## src/design/lce_pkg.sv

```systemverilog
// Constants and types for the link control and equalizer register pair
// Operation
// Reg 0x04 bits 3:2 pick local channel: 00 I2C, 01 UART, 1x off; reset 01
// Reg 0x04 bit 1 enables sending control channel toward serializer; reset 1
// Reg 0x04 bit 0 enables receiving control channel from serializer; reset 1
// Reg 0x05 bit 7 set omits register address in UART-to-I2C; reset 0
// Reg 0x05 bit 6 selects boosted output drive current; reset 0
// Reg 0x05 bit 5 selects full periodic sync tracking; reset 1
// Reg 0x05 bit 4 enables equalizer; disabled after reset
// Reg 0x05 bits 3:0 boost step 0..11, reset 1001; codes 11XX never used
// Reg 0x04 bit 7 reads current lock level; writes ignored
package lce_pkg;

	// ==========================================================
	// Register map
	localparam logic [7:0] LCE_ADDR_CTRL = 8'h04;
	localparam logic [7:0] LCE_ADDR_CONF = 8'h05;
	localparam logic [7:0] LCE_RD_UNMAPPED = 8'h00;

	// ==========================================================
	// Field positions, register 0x04
	localparam int LCE_LOCK_BIT  = 7;
	localparam int LCE_ODIS_BIT  = 6;
	localparam int LCE_PTST_BIT  = 5;
	localparam int LCE_SLEEP_BIT = 4;
	localparam int LCE_TYPE_HI   = 3;
	localparam int LCE_TYPE_LO   = 2;
	localparam int LCE_SEND_BIT  = 1;
	localparam int LCE_RECV_BIT  = 0;

	// ==========================================================
	// Field positions, register 0x05
	localparam int LCE_OMIT_BIT  = 7;
	localparam int LCE_DRV_BIT   = 6;
	localparam int LCE_TRK_BIT   = 5;
	localparam int LCE_EQEN_BIT  = 4;
	localparam int LCE_BOOST_HI  = 3;
	localparam int LCE_BOOST_LO  = 0;

	// ==========================================================
	// Channel type codes and reset values
	localparam logic [1:0] LCE_TYPE_I2C  = 2'h0;
	localparam logic [1:0] LCE_TYPE_UART = 2'h1;
	localparam logic [1:0] LCE_BOOST_BAD = 2'h3;
	localparam logic [6:0] LCE_CTRL_RST  = 7'h07;
	localparam logic [7:0] LCE_CONF_RST  = 8'h29;

	typedef struct packed {
		logic [6:0] ctrl;
		logic [7:0] conf;
		logic [1:0] lock_sync;
		logic [1:0] isel_sync;
		logic [7:0] rdata;
		logic       rvalid;
	} lce_state_t;

endpackage : lce_pkg

```

## src/design/lce_regs.sv

```systemverilog
// Link status, channel control and equalizer configuration registers
`timescale 1ns/1ns
`default_nettype none
module lce_regs (
	input  wire logic        clk,
	input  wire logic        rstn,
	input  wire logic [7:0]  reg_addr,
	input  wire logic [7:0]  reg_wdata,
	input  wire logic        reg_wr,
	input  wire logic        reg_rd,
	output logic      [7:0]  reg_rdata,
	output logic             reg_rvalid,
	input  wire logic        link_lock_status,
	input  wire logic        interface_select_input,
	output logic             output_disable,
	output logic             pattern_test_enable,
	output logic             sleep_request,
	output logic      [1:0]  local_channel_type,
	output logic             local_i2c_active,
	output logic             local_uart_active,
	output logic             send_channel_enable,
	output logic             receive_channel_enable,
	output logic             conversion_address_omit,
	output logic             drive_boost_select,
	output logic             sync_tracking_style,
	output logic             equalizer_enable,
	output logic      [3:0]  equalizer_boost_code
);
	import lce_pkg::*;

	lce_state_t st_r;
	lce_state_t st_nxt;
	logic       wr_ctrl;
	logic       wr_conf;
	logic       lock_now;
	logic       isel_now;
	logic [6:0] ctrl_view;
	logic [7:0] conf_view;

	assign wr_ctrl  = reg_wr && (reg_addr == LCE_ADDR_CTRL);
	assign wr_conf  = reg_wr && (reg_addr == LCE_ADDR_CONF);
	assign lock_now = st_r.lock_sync[1];
	assign isel_now = st_r.isel_sync[1];

	// ==========================================================
	// Next state
	always_comb begin
		st_nxt = st_r;
		st_nxt.lock_sync = {st_r.lock_sync[0], link_lock_status};
		st_nxt.isel_sync = {st_r.isel_sync[0], interface_select_input};
		if (wr_ctrl) begin
			// Lock bit is not stored; only bits 6:0 take the write
			st_nxt.ctrl = reg_wdata[LCE_ODIS_BIT:0];
		end
		if (wr_conf) begin
			st_nxt.conf[LCE_OMIT_BIT:LCE_EQEN_BIT] =
				reg_wdata[LCE_OMIT_BIT:LCE_EQEN_BIT];
			// Illegal boost codes leave the previous step in place
			if (reg_wdata[LCE_BOOST_HI -: 2] != LCE_BOOST_BAD) begin
				st_nxt.conf[LCE_BOOST_HI:LCE_BOOST_LO] =
					reg_wdata[LCE_BOOST_HI:LCE_BOOST_LO];
			end
		end
		st_nxt.rvalid = reg_rd;
		if (reg_rd) begin
			unique case (reg_addr)
				LCE_ADDR_CTRL: st_nxt.rdata = {lock_now, st_r.ctrl};
				LCE_ADDR_CONF: st_nxt.rdata = st_r.conf;
				default:       st_nxt.rdata = LCE_RD_UNMAPPED;
			endcase
		end
	end

	always_ff @(posedge clk or negedge rstn) begin
		if (!rstn) begin
			st_r.ctrl      <= LCE_CTRL_RST;
			st_r.conf      <= LCE_CONF_RST;
			st_r.lock_sync <= 2'h0;
			st_r.isel_sync <= 2'h0;
			st_r.rdata     <= 8'h00;
			st_r.rvalid    <= 1'h0;
		end else begin
			st_r <= st_nxt;
		end
	end

	// ==========================================================
	// Outputs
	assign reg_rdata               = st_r.rdata;
	assign reg_rvalid              = st_r.rvalid;
	assign output_disable          = st_r.ctrl[LCE_ODIS_BIT];
	assign pattern_test_enable     = st_r.ctrl[LCE_PTST_BIT];
	assign sleep_request           = st_r.ctrl[LCE_SLEEP_BIT];
	assign local_channel_type      = st_r.ctrl[LCE_TYPE_HI:LCE_TYPE_LO];
	assign local_i2c_active        = !isel_now &&
		(local_channel_type == LCE_TYPE_I2C);
	assign local_uart_active       = !isel_now &&
		(local_channel_type == LCE_TYPE_UART);
	assign send_channel_enable     = st_r.ctrl[LCE_SEND_BIT];
	assign receive_channel_enable  = st_r.ctrl[LCE_RECV_BIT];
	assign conversion_address_omit = st_r.conf[LCE_OMIT_BIT];
	assign drive_boost_select      = st_r.conf[LCE_DRV_BIT];
	assign sync_tracking_style     = st_r.conf[LCE_TRK_BIT];
	assign equalizer_enable        = st_r.conf[LCE_EQEN_BIT];
	assign equalizer_boost_code    = st_r.conf[LCE_BOOST_HI:LCE_BOOST_LO];

	// Field views shared by the read-path checks
	assign ctrl_view = {output_disable, pattern_test_enable, sleep_request,
		local_channel_type, send_channel_enable, receive_channel_enable};
	assign conf_view = {conversion_address_omit, drive_boost_select,
		sync_tracking_style, equalizer_enable, equalizer_boost_code};
endmodule : lce_regs
`default_nettype wire

```

## config.mk

```make
export PLATFORM = sky130hd
export DESIGN_NAME = lce_regs
export DESIGN_NICKNAME = d
export VERILOG_FILES = /design/src/design/lce_pkg.sv /design/src/design/lce_regs.sv
export SDC_FILE = /design/constraint.sdc
export NUM_CORES = 1
export LEC_CHECK = 0
export BUFFER_PORTS_ARGS = -buffer_cell sky130_fd_sc_hd__buf_2
export CORE_MARGIN = 5
export CORE_UTILIZATION = 46
export DETAILED_ROUTE_END_ITERATION = 10
export GPL_ROUTABILITY_DRIVEN = 0
export PLACE_DENSITY = 0.81
export SLEW_MARGIN = 20
export SYNTH_ARGS = -nofsm -noshare
export SYNTH_HDL_FRONTEND = slang
export SYNTH_SLANG_ARGS = --single-unit
```

## constraint.sdc

```tcl
create_clock -name clk -period 1 [get_ports clk]
set_input_delay 0.15 -clock clk [delete_from_list [all_inputs] [get_ports clk]]
set_output_delay 0.15 -clock clk [all_outputs]
set_load 0.1 [all_outputs]
```

==> results of run 1 <==
==> cells by family after synthesis <==
kind of cell,Yosys count,synth area share
flops,28,0.6166
mux,21,0.1972
simple gates,14,0.09151
buf+inv,11,0.03595
compound gates,10,0.05883
==> through the flow <==
step / hold slack (ps) / area, um^2
after floorplan: -145.6 / 1308
after global placement: 58.58 / 2157
after detailed placement: 72.24 / 2157
==> flow_summary.toml, run 1 <==
[status]
haltStage = "4_1_cts"
firstError = "[ERROR DPL-0038] Utilization greater than 100%, impossible to legalize"
outcome = "stopped before the end"

[synth]
synth_cell_type_count = 21
ys.flop_type = "dfrtp_1"
syn_area_um2 = 1149
yosysMostFrequentCell = "dfrtp_1"
yosysTopAreaCell = "dfrtp_1"
synth_edf_count = 0
postSynthCellCount = 84
synth.area.top_cells = "dfrtp_1, dfstp_2, mux2_2"
syn_avg_cell_area_um2 = 13.67
synth_seq_cells = 28
yosys.area.top_type_share = 0.4793
syn-num-nets = 106
yosys_warnings = 0
async_flop_share = 1.000
ys_seq_area_frac = 0.6166
synthTopCellsByCount = "dfrtp_1, mux2_2, inv_1"

[placement]
pre_cts_ws_ps = -646.1
numPlacedInstances = 180
hpwl_um = 2930
io_buffer_count = 47

[clock_network]
ctsRootBufferMaster = "clkbuf_4"
post-cts-setup-buffers = 18
cts_buffers = 3
cts_resized = 22
htreeDepth = 1
cts-hold-fix-buffers = 3
cts_sinks = 28
cts_buffer_depth = 2

[die]
num_rows = 18
die_w_um = 59.97
die_h_um = 59.97
io_pins = 48
start_util = 0.4722
==> run 2, diff against run 1 <==
CORE_AREA = 5 5 66 68   (was not set)
CORE_MARGIN = not set   (was 5)
CORE_UTILIZATION = not set   (was 46)
DIE_AREA = 0 0 71 73   (was not set)
PLACE_DENSITY = not set   (was 0.81)
PLACE_DENSITY_LB_ADDON = 0.15   (was not set)
==> flow_summary.toml, run 2 <==
[worst_setup_path]
path_max_fanout = 3
worstSetupPathType = "reg -> out"
worstPathRequired_ps = 850
start_kind = "register"
arrival_ps = 1330
end_kind = "output port"

[placement]
numPlacedInstances = 201
io_buffer_count = 47
hpwl_um = 2631

[detailed_routing]
dr.first_iter.drc_count = 19
avgViaCountPerCell = 4.557
routed_wl_um = 3749
vias = 1048
first_pass_iters = 3
postRouteAntennaNets = 0
route.detailed.drc = 0
post_drt_wl_per_cell_um = 16.30

[clock_network]
cts_sinks = 28
ctsRootBufferMaster = "clkbuf_8"
clk_latency_ps = 270
cts_tree = "built"
cts_buffers = 3
path_clk_slew_ps = 90
htreeDepth = 1
cts_buffer_depth = 2

[sta]
timing.final.ws_setup_ps = -475.5
setup_violations = 42
hold_viol = 0
clock.fmax_mhz = 677.7
layout_min_cycle_time_ps = 1476
drv_slew = 0
grt_setup_unrepaired = "yes"
tns_ps = -6399
fin_worst_skew_ps = 2.386
finalCritPeriodShare = 1.476
max_slew.worst_pin.slew_ps = 356.5
maxSlewHeadroom = 0.7589

[synth]
yosys.area.top_type_share = 0.4793
syn-num-nets = 106
yosysTopAreaCell = "dfrtp_1"
synth_edf_count = 0
synth_cell_type_count = 21
synthTopCellsByCount = "dfrtp_1, mux2_2, inv_1"
ys_seq_area_frac = 0.6166
async_flop_share = 1.000
synth.area.top_cells = "dfrtp_1, dfstp_2, mux2_2"
syn_avg_cell_area_um2 = 13.67
syn_area_um2 = 1149
yosysMostFrequentCell = "dfrtp_1"
postSynthCellCount = 84
yosys_warnings = 0
ys.flop_type = "dfrtp_1"
synth_seq_cells = 28

[finish]
n_antenna_cell = 0
area_delta_synth_final_pct = 130.8
n_fill_cell = 264
layout_commonest_cell = "buf_12"
final_nets = 203
final_cell_mix = "buf_12, buf_4, buf_6, buf_2, dfrtp_2"
drive_above_1_share = 0.8667
final_core_util = 0.6980
instances_no_fill = 230

[die]
die_h_um = 73
die_area_um2 = 5183
io_pins = 48
start_util = 0.3024
die_w_um = 71
num_rows = 23
coreArea_um2 = 3799

[grt]
grt_pass1_vias = 1199
grt_pass1_wl_um = 6106
grt_util_all_layers = 0.1505
gr-total-overflow = 0
antenna_found_initial = 0
grt_max_degree = 18

[power]
p_total_mw = 2.736
power.density_nw_per_um2 = 1032
p_leak_nw = 1.153
irDropWorstVdd_v = 0.0006973

[status]
violations = "negative setup slack"
outcome = "complete, but fails checks"

[min_path]
hp-class = "in -> reg"

[job]
maxCapViolations = 0
run 2: cell counts after synthesis:
No cell type changed its count.
run 2: worst max-delay path, cell delays in order (launching register included):
cell,delay (ps)
dfstp_4,630
nor3b_4,220
buf_12,200
run 2: area by class of cell:
class | instances | area (um^2) | area share
Clock buffer | 4 | 55.05 | 0.02076
Multi-Input combinational cell | 45 | 628.1 | 0.2369
Sequential cell | 28 | 763.2 | 0.2879
Timing Repair Buffer | 94 | 1109 | 0.4181
Tap cell | 50 | 62.56 | 0.02360
Inverter | 9 | 33.78 | 0.01274
run 2: path summary, 6_finish.rpt:
kind / startpoint / endpoint / slack (ps) / depth (start not counted)
hold reg to reg: st_nxt[12] / lock_now / 360 / 0
min in group asynchronous: rstn / conf_view[6] / 300 / 2
hold / removal: reg_wdata[7] / conf_view[7] / 110 / 2
max in group asynchronous: rstn / ctrl_view[1] / 230 / 3
setup / recovery: ctrl_view[2] / local_uart_active / -480 / 2
setup reg to reg: ctrl_view[3] / ctrl_view[3] / -30 / 2
run 2: cell families after synthesis:
| family | count (synthesis) | synth area share |
|---|---|---|
| simple gates | 14 | 0.09151 |
| mux | 21 | 0.1972 |
| buf+inv | 11 | 0.03595 |
| flops | 28 | 0.6166 |
| compound gates | 10 | 0.05883 |
run 2: stage by stage:
step	hold WS (ps)	worst slack, ps	area [um^2]
6_report	106.1	-475.5	2651
3_3_place_gp	64.60	-624.6	2177
2_1_floorplan	-145.6	-850.2	1308
4_1_cts	104.7	-488.0	2521
5_1_grt	98.43	-519.1	2651
3_5_place_dp	67.45	-645.7	2177
run 2: timing repair:
item,CTS,global route
hold buffers,3,0
endpoints found under the setup margin,49,49
hold endpoints to repair,9,0
setup buffers,16,9
gates resized for setup,29,20
pin swaps,14,8
run 2: report_power, final:
part	switching [mW]	total, mW	internal (mW)	leakage (nW)
logic	0.435	0.805	0.370	0.792
clock network	0.339	0.692	0.352	0.0288
registers	0.0466	1.24	1.19	0.332
total	0.821	2.74	1.91	1.15
run 2: per-layer routing:
metal  GRT usage  vias to the layer above  part of all wire
met5           0                        -                 0
met1      0.1752                      514              0.41
met2      0.2801                       29              0.53
met3     0.03719                        4             0.052
li1            -                      501                 -
met4     0.03132                        0            0.0096
No activity file was read; power rests on OpenSTA's default activity.
